## src/verilog/flr_pkg.sv

```systemverilog
/*
  shared constants and carriers for the floppy host register bank:
  i/o addresses, reset values, rate codes, precompensation delays,
  compatibility modes and the structs exchanged with the command core.
  assumes an 8-bit i/o port with 16-bit addresses and a 50 MHz clock.
*/
package flr_pkg;
  // i/o addresses as decoded on the plain register port
  localparam logic [15:0] MAIN_STATUS_ADDR  = 16'h03F4; // status, read only
  localparam logic [15:0] DATA_PORT_ADDR    = 16'h03F5; // data register
  localparam logic [15:0] INPUT_STATUS_ADDR = 16'h03F7; // input register, read
  localparam logic [15:0] RATE_CONFIG_ADDR  = 16'h03F7; // rate config, write
  // rate select codes and hardware reset value
  localparam logic [1:0]  RATE_500K   = 2'h0;
  localparam logic [1:0]  RATE_300K   = 2'h1;
  localparam logic [1:0]  RATE_250K   = 2'h2;
  localparam logic [1:0]  RATE_1M     = 2'h3;
  localparam logic [1:0]  RATE_RESET  = RATE_250K;
  // rates in kbps, 2000 only for the 2 Mbps drive type
  localparam logic [10:0] KBPS_500    = 11'h1F4;
  localparam logic [10:0] KBPS_300    = 11'h12C;
  localparam logic [10:0] KBPS_250    = 11'h0FA;
  localparam logic [10:0] KBPS_1000   = 11'h3E8;
  localparam logic [10:0] KBPS_2000   = 11'h7D0;
  localparam logic [1:0]  DRIVE_TAPE2M = 2'h2;   // drive type with 2 Mbps code
  // default precompensation code and delays in picoseconds
  localparam logic [2:0]  PRECOMP_DEFAULT  = 3'h0;
  localparam logic [16:0] PRECOMP_PS_2M    = 17'h05140; // 20.8 ns
  localparam logic [16:0] PRECOMP_PS_1M    = 17'h0A2C6; // 41.67 ns
  localparam logic [16:0] PRECOMP_PS_SLOW  = 17'h1E848; // 125 ns
  // status register field positions
  localparam int MSR_SEEK_A = 0;
  localparam int MSR_SEEK_B = 1;
  localparam int MSR_BUSY   = 4;
  localparam int MSR_POLLED = 5;
  localparam int MSR_DIR    = 6;
  localparam int MSR_RQM    = 7;
  // reset values of configure state
  localparam logic       FIFO_EN_RESET = 1'b0;
  localparam logic [3:0] THRESH_RESET  = 4'h0;
  localparam logic       PRECOMP_OFF_RESET = 1'b0;

  // compatibility layout of the input and rate config registers
  typedef enum logic [1:0] {MODE_BASE, MODE_SECOND, MODE_THIRD} flr_mode_t;

  // command core to register bank
  typedef struct packed {
    logic       seekA;         // drive a in seek portion
    logic       seekB;         // drive b in seek portion
    logic       lastCmdByte;   // byte on hostByte is the last command byte
    logic       noResult;      // with lastCmdByte: command has no result phase
    logic       execEnter;     // entering execution phase
    logic       execToHost;    // with execEnter: disk data flows to host
    logic       execDone;      // disk side finished its transfer
    logic       diskByteValid; // disk read byte pushed into fifo
    logic [7:0] diskByte;      // disk read byte
    logic       diskByteTake;  // disk write side takes fifo head
    logic       resultValid;   // a result byte is offered
    logic [7:0] resultByte;    // offered result byte
    logic       resultLast;    // offered result byte is the last one
    logic       fifoCfgValid;  // configure command loads fifo setup
    logic       fifoCfgEnable; // fifo enable from configure
    logic [3:0] fifoCfgThresh; // threshold from configure, n means n+1 bytes
  } flr_core_in_t;

  // register bank to command core
  typedef struct packed {
    logic       hostByteValid; // pulse: command byte written by host
    logic       hostByteFirst; // with hostByteValid: opcode byte
    logic [7:0] hostByte;      // written command byte
    logic [7:0] diskWrByte;    // fifo head for disk writes
    logic       resultTake;    // pulse: host read the offered result byte
    logic       xferError;     // pulse: overrun or underrun seen
  } flr_core_out_t;
endpackage
```

## src/verilog/flr_host_regs.sv

```systemverilog
/*
  host side register bank of the floppy controller: main status, data
  port with optional fifo, input register in three layouts and the
  write-only rate config register, plus default precompensation.
  assumes a command core that answers each hostByteValid in the same
  cycle and a host using the plain one-cycle strobe register port.
*/
// Implementation choice: the strobed register port.
`timescale 1ns/1ps
// How it works
// - default precomp: 20.8, 41.67, 125 ns
// - main status readable any time, no wait
// - seek bits show drive in seek
// - busy from first byte to result end
// - no result phase: busy clears immediately
// - polled bit set during execution phase in polled mode
// - direction bit tells read or write
// - request bit gates data port access
// - data port carries params, data, results
// - fifo disabled after any reset
// - fifo off at start, flushed on execution
// - overrun or underrun ends transfer
// - bit 7 is inverted media change
// - base mode input bits 0-6 zero
// - low density flag from rate
// - second mode shows rate, ones above
// - rate kept on soft, reset on hard
// - third mode: rate, precomp off, dma gate
// - rate config write sets rate
// - precomp off stored, no effect
// - latest rate write wins
// - rate codes map to kbps
module flr_host_regs #(
  parameter int FIFO_DEPTH = 16                     // fifo depth, power of two
) (
  input  wire logic                  clk,           // 50 MHz clock
  input  wire logic                  rst,           // hardware reset, async high
  input  wire logic                  softReset,     // software reset pulse
  input  wire logic [15:0]           busAddr,       // i/o address
  input  wire logic [7:0]            busWdata,      // write data
  input  wire logic                  busWr,         // write strobe
  input  wire logic                  busRd,         // read strobe
  output logic [7:0]                 busRdata,      // read data, cycle after
  input  wire flr_pkg::flr_mode_t    compatMode,    // register layout select
  input  wire logic                  mediaChangeN,  // media change pin, low active
  input  wire logic                  forceMediaChange, // forced media change
  input  wire logic                  dmaGate,       // dma gate from output reg
  input  wire logic                  polledMode,    // polled transfer selected
  input  wire logic                  dsrRateWr,     // rate select reg written
  input  wire logic [1:0]            dsrRate,       // rate from rate select reg
  input  wire logic [2:0]            precompSel,    // precomp code
  input  wire logic [1:0]            driveType,     // drive type code
  input  wire flr_pkg::flr_core_in_t coreIn,        // from command core
  output flr_pkg::flr_core_out_t     coreOut,       // to command core
  output logic [10:0]                dataRateKbps,  // active data rate
  output logic [16:0]                precompDelayPs,// write precomp delay
  output logic                       precompOff     // stored precomp off bit
);
  localparam int AW = $clog2(FIFO_DEPTH);           // pointer width
  localparam int CW = $clog2(FIFO_DEPTH + 1);       // count width
  localparam logic [CW-1:0] DEPTH_C = CW'(FIFO_DEPTH);

  typedef enum logic [2:0] {S_IDLE, S_PARAM, S_WAIT, S_EXEC, S_RESULT} flr_state_t;

  flr_state_t        state_r;                       // command phase
  logic [7:0]        mem [FIFO_DEPTH];              // fifo storage
  logic [AW-1:0]     wp_r, rp_r;                    // fifo pointers
  logic [CW-1:0]     cnt_r;                         // fifo fill
  logic              fifoEn_r;                      // fifo enabled by configure
  logic [3:0]        thresh_r;                      // threshold code
  logic              toHost_r;                      // execution direction
  logic              stop_r;                        // transfer ended by error
  logic              endSeen_r;                     // core finished disk side
  logic [1:0]        rate_r;                        // rate select code
  logic              hostByteValid_r;               // command byte strobe
  logic              hostByteFirst_r;               // opcode marker
  logic [7:0]        hostByte_r;                    // command byte
  logic [7:0]        rdata_r;                       // read data register
  logic [10:0]       kbps_r;                        // rate in kbps
  logic [16:0]       precompPs_r;                   // precomp delay

  logic              wrData, rdData, wrCfg, rdMsr, rdDir; // decoded strobes
  logic [CW-1:0]     depthEff, thrEff;              // effective depth, threshold
  logic              host_transfer_request, transfer_direction, busy, nonDma;        // status bits
  logic [7:0]        main_status, dirVal;                   // register read values
  logic              push, pop, flush, xferErr;     // fifo events
  logic              mediaChanged;                  // bit 7 of input register

  // address decode of the strobes
  assign wrData = busWr && (busAddr == flr_pkg::DATA_PORT_ADDR);
  assign rdData = busRd && (busAddr == flr_pkg::DATA_PORT_ADDR);
  assign wrCfg  = busWr && (busAddr == flr_pkg::RATE_CONFIG_ADDR);
  assign rdMsr  = busRd && (busAddr == flr_pkg::MAIN_STATUS_ADDR);
  assign rdDir  = busRd && (busAddr == flr_pkg::INPUT_STATUS_ADDR);

  // fifo disabled acts as a one byte buffer handshaken byte by byte
  assign depthEff = fifoEn_r ? DEPTH_C : CW'(1);
  assign thrEff   = fifoEn_r ? (CW'(thresh_r) + CW'(1)) : CW'(1);

  // request, direction, busy and polled status
  always_comb begin
    host_transfer_request = 1'b0;
    transfer_direction = 1'b0;
    case (state_r)
      S_IDLE:   host_transfer_request = 1'b1;
      S_PARAM:  host_transfer_request = !hostByteValid_r;
      S_WAIT:   host_transfer_request = 1'b0;
      S_EXEC: begin
        transfer_direction = toHost_r;
        if (toHost_r) begin
          // leftover bytes below threshold drain once the disk side ends
          host_transfer_request = (cnt_r != '0) && (cnt_r >= thrEff || stop_r || endSeen_r);
        end else begin
          host_transfer_request = !stop_r && !endSeen_r && ((depthEff - cnt_r) >= thrEff);
        end
      end
      S_RESULT: begin
        transfer_direction = 1'b1;
        host_transfer_request = coreIn.resultValid;
      end
      default: begin
        host_transfer_request = 1'b0;
        transfer_direction = 1'b0;
      end
    endcase
  end
  assign busy   = (state_r != S_IDLE);
  assign nonDma = polledMode && (state_r == S_EXEC);
  // seek bits pass straight from the core so they are current on any read
  always_comb begin
    main_status = 8'h00;
    main_status[flr_pkg::MSR_SEEK_A] = coreIn.seekA;
    main_status[flr_pkg::MSR_SEEK_B] = coreIn.seekB;
    main_status[flr_pkg::MSR_BUSY]   = busy;
    main_status[flr_pkg::MSR_POLLED] = nonDma;
    main_status[flr_pkg::MSR_DIR]    = transfer_direction;
    main_status[flr_pkg::MSR_RQM]    = host_transfer_request;
  end

  // fifo events; host accesses while rqm is low are ignored
  assign push = (state_r == S_EXEC) && !stop_r &&
                (toHost_r ? (coreIn.diskByteValid && cnt_r < depthEff)
                          : (wrData && host_transfer_request));
  assign pop  = (state_r == S_EXEC) &&
                (toHost_r ? (rdData && host_transfer_request)
                          : (coreIn.diskByteTake && cnt_r != '0));
  assign flush = softReset || (state_r == S_WAIT && coreIn.execEnter);
  // overrun on a full fifo in reads, underrun on an empty one in writes
  assign xferErr = (state_r == S_EXEC) && !stop_r &&
                   (toHost_r ? (coreIn.diskByteValid && cnt_r >= depthEff)
                             : (coreIn.diskByteTake && cnt_r == '0));

  // fifo storage write
  always_ff @(posedge clk) begin
    if (push) begin
      mem[wp_r] <= toHost_r ? coreIn.diskByte : busWdata;
    end
  end

  // fifo pointers and count, flush has priority
  always_ff @(posedge clk or posedge rst) begin
    if (rst) begin
      wp_r  <= '0;
      rp_r  <= '0;
      cnt_r <= '0;
    end else if (flush) begin
      wp_r  <= '0;
      rp_r  <= '0;
      cnt_r <= '0;
    end else begin
      if (push) wp_r <= wp_r + AW'(1);
      if (pop)  rp_r <= rp_r + AW'(1);
      if (push && !pop) cnt_r <= cnt_r + CW'(1);
      else if (pop && !push) cnt_r <= cnt_r - CW'(1);
    end
  end

  // fifo setup: off after either reset, loaded by configure
  always_ff @(posedge clk or posedge rst) begin
    if (rst) begin
      fifoEn_r <= flr_pkg::FIFO_EN_RESET;
      thresh_r <= flr_pkg::THRESH_RESET;
    end else if (softReset) begin
      fifoEn_r <= flr_pkg::FIFO_EN_RESET;
      thresh_r <= flr_pkg::THRESH_RESET;
    end else if (coreIn.fifoCfgValid) begin
      fifoEn_r <= coreIn.fifoCfgEnable;
      thresh_r <= coreIn.fifoCfgThresh;
    end
  end

  // command phase sequencer
  always_ff @(posedge clk or posedge rst) begin
    if (rst) begin
      state_r <= S_IDLE;
    end else if (softReset) begin
      state_r <= S_IDLE;
    end else begin
      case (state_r)
        S_IDLE: begin
          if (wrData) state_r <= S_PARAM;
        end
        S_PARAM: begin
          if (hostByteValid_r && coreIn.lastCmdByte) begin
            state_r <= coreIn.noResult ? S_IDLE : S_WAIT;
          end
        end
        S_WAIT: begin
          if (coreIn.execEnter) state_r <= S_EXEC;
          else if (coreIn.resultValid) state_r <= S_RESULT;
        end
        S_EXEC: begin
          // reads end only after the host drained the fifo
          if (endSeen_r && (!toHost_r || cnt_r == '0)) state_r <= S_RESULT;
        end
        S_RESULT: begin
          if (rdData && coreIn.resultValid && coreIn.resultLast) state_r <= S_IDLE;
        end
        default: state_r <= S_IDLE;
      endcase
    end
  end

  // execution direction, error stop and disk side end
  always_ff @(posedge clk or posedge rst) begin
    if (rst) begin
      toHost_r  <= 1'b0;
      stop_r    <= 1'b0;
      endSeen_r <= 1'b0;
    end else if (softReset || state_r != S_EXEC) begin
      if (state_r == S_WAIT && coreIn.execEnter) toHost_r <= coreIn.execToHost;
      stop_r    <= 1'b0;
      endSeen_r <= 1'b0;
    end else begin
      if (xferErr) stop_r <= 1'b1;
      if (coreIn.execDone) endSeen_r <= 1'b1;
    end
  end

  // command bytes forwarded to the core, one handshake each
  always_ff @(posedge clk or posedge rst) begin
    if (rst) begin
      hostByteValid_r <= 1'b0;
      hostByteFirst_r <= 1'b0;
      hostByte_r      <= 8'h00;
    end else begin
      hostByteValid_r <= !softReset && wrData &&
                         (state_r == S_IDLE || (state_r == S_PARAM && host_transfer_request));
      hostByteFirst_r <= (state_r == S_IDLE);
      if (wrData) hostByte_r <= busWdata;
    end
  end

  // rate code: latest write wins, soft reset leaves it alone
  always_ff @(posedge clk or posedge rst) begin
    if (rst) begin
      rate_r <= flr_pkg::RATE_RESET;
    end else if (wrCfg) begin
      rate_r <= busWdata[1:0];
    end else if (dsrRateWr) begin
      rate_r <= dsrRate;
    end
  end

  // precomp off is stored only through the third layout
  always_ff @(posedge clk or posedge rst) begin
    if (rst) begin
      precompOff <= flr_pkg::PRECOMP_OFF_RESET;
    end else if (wrCfg && compatMode == flr_pkg::MODE_THIRD) begin
      precompOff <= busWdata[2];
    end
  end

  // rate in kbps and default precompensation delay
  always_ff @(posedge clk or posedge rst) begin
    if (rst) begin
      kbps_r      <= flr_pkg::KBPS_250;
      precompPs_r <= flr_pkg::PRECOMP_PS_SLOW;
    end else begin
      case (rate_r)
        flr_pkg::RATE_500K: kbps_r <= flr_pkg::KBPS_500;
        flr_pkg::RATE_300K: kbps_r <= (driveType == flr_pkg::DRIVE_TAPE2M) ?
                                      flr_pkg::KBPS_2000 : flr_pkg::KBPS_300;
        flr_pkg::RATE_250K: kbps_r <= flr_pkg::KBPS_250;
        default:            kbps_r <= flr_pkg::KBPS_1000;
      endcase
      if (precompSel != flr_pkg::PRECOMP_DEFAULT) precompPs_r <= 17'h00000;
      else if (kbps_r == flr_pkg::KBPS_2000) precompPs_r <= flr_pkg::PRECOMP_PS_2M;
      else if (kbps_r == flr_pkg::KBPS_1000) precompPs_r <= flr_pkg::PRECOMP_PS_1M;
      else precompPs_r <= flr_pkg::PRECOMP_PS_SLOW;
    end
  end

  // input register in the layout chosen by the mode input
  assign mediaChanged = !mediaChangeN || forceMediaChange;
  always_comb begin
    case (compatMode)
      flr_pkg::MODE_SECOND: dirVal = {mediaChanged, 4'hF, rate_r,
                                      (rate_r == flr_pkg::RATE_300K ||
                                       rate_r == flr_pkg::RATE_250K)};
      flr_pkg::MODE_THIRD:  dirVal = {mediaChanged, 3'h0, dmaGate,
                                      precompOff, rate_r};
      default:              dirVal = {mediaChanged, 7'h00};
    endcase
  end

  // read data stand for exactly one cycle, unmapped reads give zero
  always_ff @(posedge clk or posedge rst) begin
    if (rst) begin
      rdata_r <= 8'h00;
    end else if (rdMsr) begin
      rdata_r <= main_status;
    end else if (rdDir) begin
      rdata_r <= dirVal;
    end else if (rdData && host_transfer_request && state_r == S_EXEC) begin
      rdata_r <= mem[rp_r];
    end else if (rdData && host_transfer_request && state_r == S_RESULT) begin
      rdata_r <= coreIn.resultByte;
    end else begin
      rdata_r <= 8'h00;
    end
  end

  assign busRdata               = rdata_r;
  assign dataRateKbps           = kbps_r;
  assign precompDelayPs         = precompPs_r;
  assign coreOut.hostByteValid  = hostByteValid_r;
  assign coreOut.hostByteFirst  = hostByteFirst_r;
  assign coreOut.hostByte       = hostByte_r;
  assign coreOut.diskWrByte     = mem[rp_r];
  assign coreOut.resultTake     = rdData && (state_r == S_RESULT) && coreIn.resultValid;
  assign coreOut.xferError      = xferErr;
endmodule // flr_host_regs

```

## config.mk

```make
export PLATFORM = sky130hd
export DESIGN_NAME = flr_host_regs
export DESIGN_NICKNAME = d
export VERILOG_FILES = /design/src/verilog/flr_pkg.sv /design/src/verilog/flr_host_regs.sv
export SDC_FILE = /design/constraint.sdc
export NUM_CORES = 1
export LEC_CHECK = 0
export BUFFER_PORTS_ARGS = -buffer_cell sky130_fd_sc_hd__buf_2
export CAP_MARGIN = 20
export CORE_MARGIN = 2
export CORE_UTILIZATION = 45
export DETAILED_ROUTE_END_ITERATION = 12
export PLACE_DENSITY = 0.68
export SLEW_MARGIN = 20
export SYNTH_ARGS = -nofsm -noshare
export SYNTH_HDL_FRONTEND = slang
export SYNTH_SLANG_ARGS = --single-unit
```

## constraint.sdc

```tcl
create_clock -name clk -period 4.6 [get_ports clk]
set_clock_uncertainty 0.15 [all_clocks]
set_input_delay 0.69 -clock clk [delete_from_list [all_inputs] [get_ports clk]]
set_output_delay 0.69 -clock clk [all_outputs]
set_load 0.01 [all_outputs]
```

# [Yosys cells after proc, flatten, opt, wreduce, memory -nomap -nowiden]
# Memory sizes are Yosys's and may differ from the RTL's.
# Index checks and enable logic that the tools add are counted.
[word_totals] wordCells=160 register_bits=73 input_bits=76 n_memories=1 mem_bits_rw=128
[mem_list] memory="mem" depth=16 word_bits=8 read_ports=1 rd_clocked_by_memory_dff=0 write_ports=1 line_no="flr_host_regs.sv:66" source="logic [7:0] mem [FIFO_DEPTH];"
[classes] mux=47 n_reduce_logical=65 n_addsub=6 n_lt_le_gt_ge=4 n_eq_ne=20
[ops] cell="$mux W17" count=3
[ops] cell="$eq A16 B10 Y1 const B" count=3
[ops] cell="$mux W8" count=5
[ops] cell="$logic_and A1 B1 Y1" count=34
[ops] cell="$pmux W11 S3" count=1
[ops] cell="$mux W5" count=5
[ops] cell="$mux W4" count=6
[ops] cell="$mux W3" count=7
[ops] cell="$ge A5 B5 Y1" count=3
[ops] cell="$pmux W3 S5" count=1
[ops] cell="$pmux W7 S2" count=1
[ops] cell="$mux W1" count=12
[ops] cell="$ne A3 B3 Y1 const B" count=4
[ops] cell="$reduce_bool A2 Y1" count=6
[ops] cell="$eq A11 B10 Y1 const B" count=1
[ops] cell="$eq A11 B11 Y1 const B" count=1
[ops] cell="$mux W11" count=1
[ops] cell="$reduce_bool A3 Y1" count=3
[ops] cell="$add A4 B1 Y4 const B" count=2
[ops] cell="$logic_not A1 Y1" count=8
[ops] cell="$logic_or A1 B1 Y1" count=8
[ops] cell="$eq A2 B2 Y1 const B" count=3
[ops] cell="$eq A3 B2 Y1 const B" count=2
[ops] cell="$mux W2" count=3
[ops] cell="other kinds (18)" count=19

# [Depth between registers and ports, before layout]
[depth] ltp_word=16 depth_mapped=18 depth_no_buf=18

# [Worst setup path before layout]
# Ideal clock, no wire load.
[synth_path] path_type="in2reg" from="input port busAddr[10]" to="register cnt_r[4]" path_stages=13 setup_slack_ns=0.354 setup_ns=0.124 required_time_ns=4.326 arrival_time_ns=3.973 path_buffers=0 path_cell_list="or4_1 -> nor4_1 -> nand4_1 -> nor4_1 -> o21ai_0 -> nand2_1 -> nand2_1 -> fa_1 -> a21o_1 -> a21o_1 -> or4_4 -> a21oi_1 -> nor3b_2"
[synth_via] elab_chain_cells=9 word_cells_on_any_way=16
[synth_lines] item="start: declaration" line_no="flr_host_regs.sv:39" source="input wire logic [15:0] busAddr,"
[synth_lines] item="$eq A16 B10 Y1 *" line_no="flr_host_regs.sv:90, flr_host_regs.sv:91"
[synth_lines] item="$logic_and A1 B1 Y1" line_no="flr_host_regs.sv:91" source="assign rdData = busRd && (busAddr == flr_pkg::DATA_PORT_ADDR);"
[synth_lines] item="$logic_and A1 B1 Y1" line_no="flr_host_regs.sv:145" source="(toHost_r ? (rdData && host_transfer_request)"
[synth_lines] item="$mux W1" line_no="flr_host_regs.sv:145"
[synth_lines] item="$logic_and A1 B1 Y1" line_no="flr_host_regs.sv:144" source="assign pop = (state_r == S_EXEC) &&"
[synth_lines] item="$logic_not A1 Y1" line_no="flr_host_regs.sv:173" source="if (push && !pop) cnt_r <= cnt_r + CW'(1);"
[synth_lines] item="$logic_and A1 B1 Y1" line_no="flr_host_regs.sv:173"
[synth_lines] item="$mux W5" line_no="flr_host_regs.sv:173"
[synth_lines] item="$mux W5" line_no="flr_host_regs.sv:166" source="end else if (flush) begin"
[synth_lines] item="end signal: assignment" line_no="flr_host_regs.sv:173"
[synth_lines] item="end signal: assignment" line_no="flr_host_regs.sv:174" source="else if (pop && !push) cnt_r <= cnt_r - CW'(1);"
[synth_lines] item="end: declaration" line_no="flr_host_regs.sv:68" source="logic [CW-1:0] cnt_r;"
# Mark *: on every way between the ends. The rest lies on a longest branch, timed or not.
# A chain may end at the register's enable or synchronous reset.

# [Final worst setup path]
[layout_path] from="register cnt_r[0]" to="register cnt_r[4]"
[layout_via] elab_chain_cells=13 word_cells_on_any_way=29
[layout_lines] item="parallel branches: the longest is 13 deep, another holds $sub A5 B5 Y5"
# Parallel ways; which one is timed is not known. The select of a mux whose other input is x is not followed.

==> metrics.csv <==
metric,value,unit
r2r_cells,18,
cp.required,4760,ps
leakagePower,4.05,nW
fill_cells,1518,
relSlewSlack,49.2,%
fin_nets,825,
dieWidth,142,um
postRouteWirelength,20.2,mm
clk_pin_slew,70,ps
die_y,142,um
ys_types,57,
initial_core_util,45.9,%
grt_pass1_vias,5574,
cts_buffers,17,
r2r_start,cnt_r[0]$_DFFE_PP0P_,
ys_ff_latch,188,
yosysWarnings,0,
async_flop_share,31.9,%
coreArea,18800,um^2
cts_tree,built,
track_usage,20.7,%
busiest_layer,met2,
grtUsageMet1,26.7,%
hold_viol_final,0,
synthCells,583,
drtPass1Iterations,4,
io_pins,133,
grt_util_met2,35.0,%
dp_hpwl,14.7,mm
final_common_cell,edfxtp_1,
end_kind,flop,
slew_viol_final,0,
worst_slew_pin_slew,762,ps
path_max_fanout,5,
grtUsageMet3,4.44,%
clock_sinks,188,
hold_slack,72.2,ps
post_cts_buffers,0,
most-common-layout-cells,"edfxtp_1 (128), buf_2 (127), dfrtp_1 (48), nor2_1 (43), mux4_2 (40)",
drive_gt1_share,35.6,%
powerDensity,345,nW/um^2
antennaDiodeCount,0,
root_buffer,clkbuf_16,
critPathArrivalTime,4420,ps
vdd.ir_drop.worst,236,uV
vias_per_cell,5.75,
outcome,"complete, no violations",
max_freq,235,MHz
register_area,5360,um^2
multi_input_area,2980,um^2
r2r-end,cnt_r[4]$_DFFE_PP0P_,
gp_congestion,0.883,
portBuffers,127,
synth-edff-count,128,
yosysSeqAreaShare,62.2,%
worst_skew_pair.late_latency,430,ps
num_vias,5544,
rsz0062_at_grt,false,
cts-htree-levels,4,
placed_cell_area,9520,um^2
setup_tns,0,ps
cts_hold_buf,0,
regToRegSetupSlack,340,ps
grt_pass1_wl,31.2,mm
synth.avg_cell_area,14.8,um^2
grt_max_degree,45,
num_rows,50,
synthesis.area,8610,um^2
ant_nets,0,
drcViolationCount,0,
dieArea,20300,um^2
wl_per_cell,20.9,um
first_iter_violations,379,
setup_viol,0,
path_class,flop to flop,
min_period,4260,ps
hold_path.class,input port to asynchronous set/reset pin,
startpoint_type,flop,
cts_buffer_depth,2,
area_growth,17.5,%
ys.flop_type,edfxtp_1,
cap_violations,0,
power,0.00349,W
antenna_found_initial,0,
fin_area,10100,um^2
min_period_over_period,92.6,%
grt-ovfl-total,0,
-- sequential cells by signal, indices dropped and copies added (netlist names) --
| register | cells |
|---|---|
| rate_r | 2 |
| hostByteFirst_r | 1 |
| precompOff | 1 |
| dataRateKbps | 9 |
| mem | 128 |
| precompDelayPs | 6 |
| fifoEn_r | 1 |
| wp_r | 4 |
| rp_r | 4 |
| hostByteValid_r | 1 |
| cnt_r | 5 |
| hostByte_r | 8 |
| endSeen_r | 1 |
| thresh_r | 4 |
| state_r | 3 |
| toHost_r | 1 |
| busRdata | 8 |
| stop_r | 1 |
-- through the flow --
stage	setup slack [ps]	instances	utilization (%)
after floorplan	354	587	-
after global placement	159	933	50.7
after detailed placement	72.8	933	50.7
after CTS	229	965	53.9
after global routing	94.8	965	53.9
final	342	965	53.9
-- what timing repair did --
item,CTS,global route
gates resized for setup,0,2
endpoints found under the setup margin,0,1
endpoints found under the hold margin,0,0
-- power breakdown --
part	total, W	internal [W]	leakage (nW)	switching, W
combinational	0.000162	0.0000636	1.84	0.0000982
sequential	0.00185	0.00184	1.93	0.0000161
clock	0.00148	0.000777	0.288	0.000699
-- critical path, stage by stage, from the launching register on --
cell	delay, ps
dfrtp_1	460
ha_1	220
inv_1	60
ha_1	200
xnor2_1	130
ha_1	320
a21o_1	180
a31oi_1	140
o21ai_0	140
and3_1	220
o21ai_1	210
nand2_1	110
nand2_1	150
ha_1	290
a21o_1	190
a21o_1	200
or4_4	500
a21oi_1	190
nor3b_2	80
-- synthesized netlist by cell type (4+ instances only) --
master / number / area (um^2)
a21o_1: 6 / 45.0
dfrtp_1: 50 / 1250
ha_1: 30 / 375
a21oi_1: 22 / 110
nor4_1: 7 / 43.8
and2_1: 5 / 31.3
o21ai_0: 12 / 60.1
and3_1: 7 / 43.8
a22oi_1: 7 / 52.6
nand2b_1: 5 / 31.3
buf_1: 6 / 22.5
dfstp_2: 10 / 263
nand4_1: 5 / 31.3
nor3_1: 16 / 80.1
inv_1: 23 / 86.3
mux4_2: 40 / 901
nand2_1: 30 / 113
a31oi_1: 5 / 31.3
nand3_1: 8 / 40.0
nor2b_1: 4 / 25.0
mux2i_1: 7 / 70.1
mux2_2: 17 / 191
xnor2_1: 8 / 70.1
clkbuf_1: 14 / 52.6
a221o_1: 4 / 40.0
nor2_1: 43 / 161
xor2_1: 5 / 43.8
edfxtp_1: 128 / 3840
buf_4: 16 / 120
-- cells by family (layout without fill, tap and decap cells) --
| kind of cell | count (synthesis) | after routing | synth area share (%) |
|---|---|---|---|
| DFF | 188 | 188 | 62.2 |
| and+or+nand+nor | 155 | 155 | 9.49 |
| AOI/OAI and AO/OA | 70 | 70 | 5.27 |
| muxes | 64 | 64 | 13.5 |
| buffers and inverters | 60 | 204 | 3.33 |
| adders and majority gates | 31 | 31 | 4.59 |
| xor gates and xnor gates | 14 | 14 | 1.58 |
| other | 1 | 5 | 0.0435 |
-- metal layers --
layer | part of all wire, % | routed length (um)
met5 | 0 | 0
met4 | 2.3 | 457
met3 | 6.1 | 1240
met2 | 50 | 10100
met1 | 42 | 8390
-- worst max path at each step --
stage / start / slack [ps] / to
global route: cnt_r[0]$_DFFE_PP0P_ / 90 / cnt_r[4]$_DFFE_PP0P_
detailed placement: busAddr[10] / 70 / cnt_r[4]$_DFFE_PP0P_
global placement: busAddr[10] / 160 / cnt_r[4]$_DFFE_PP0P_
finish: cnt_r[0]$_DFFE_PP0P_ / 340 / cnt_r[4]$_DFFE_PP0P_
floorplan: busAddr[10] / 350 / cnt_r[4]$_DFFE_PP0P_
CTS: fifoEn_r$_DFFE_PP0P_ / 230 / cnt_r[4]$_DFFE_PP0P_
-- layout make-up --
class	instances	share of cell area, %
multi-input combinational	339	29.5
clock inverter	15	1.72
tap	234	2.89
inverter	23	0.853
timing repair buffer	149	7.91
sequential	188	52.9
clock buffer	17	4.20
(Power assumes the default switching activity.)
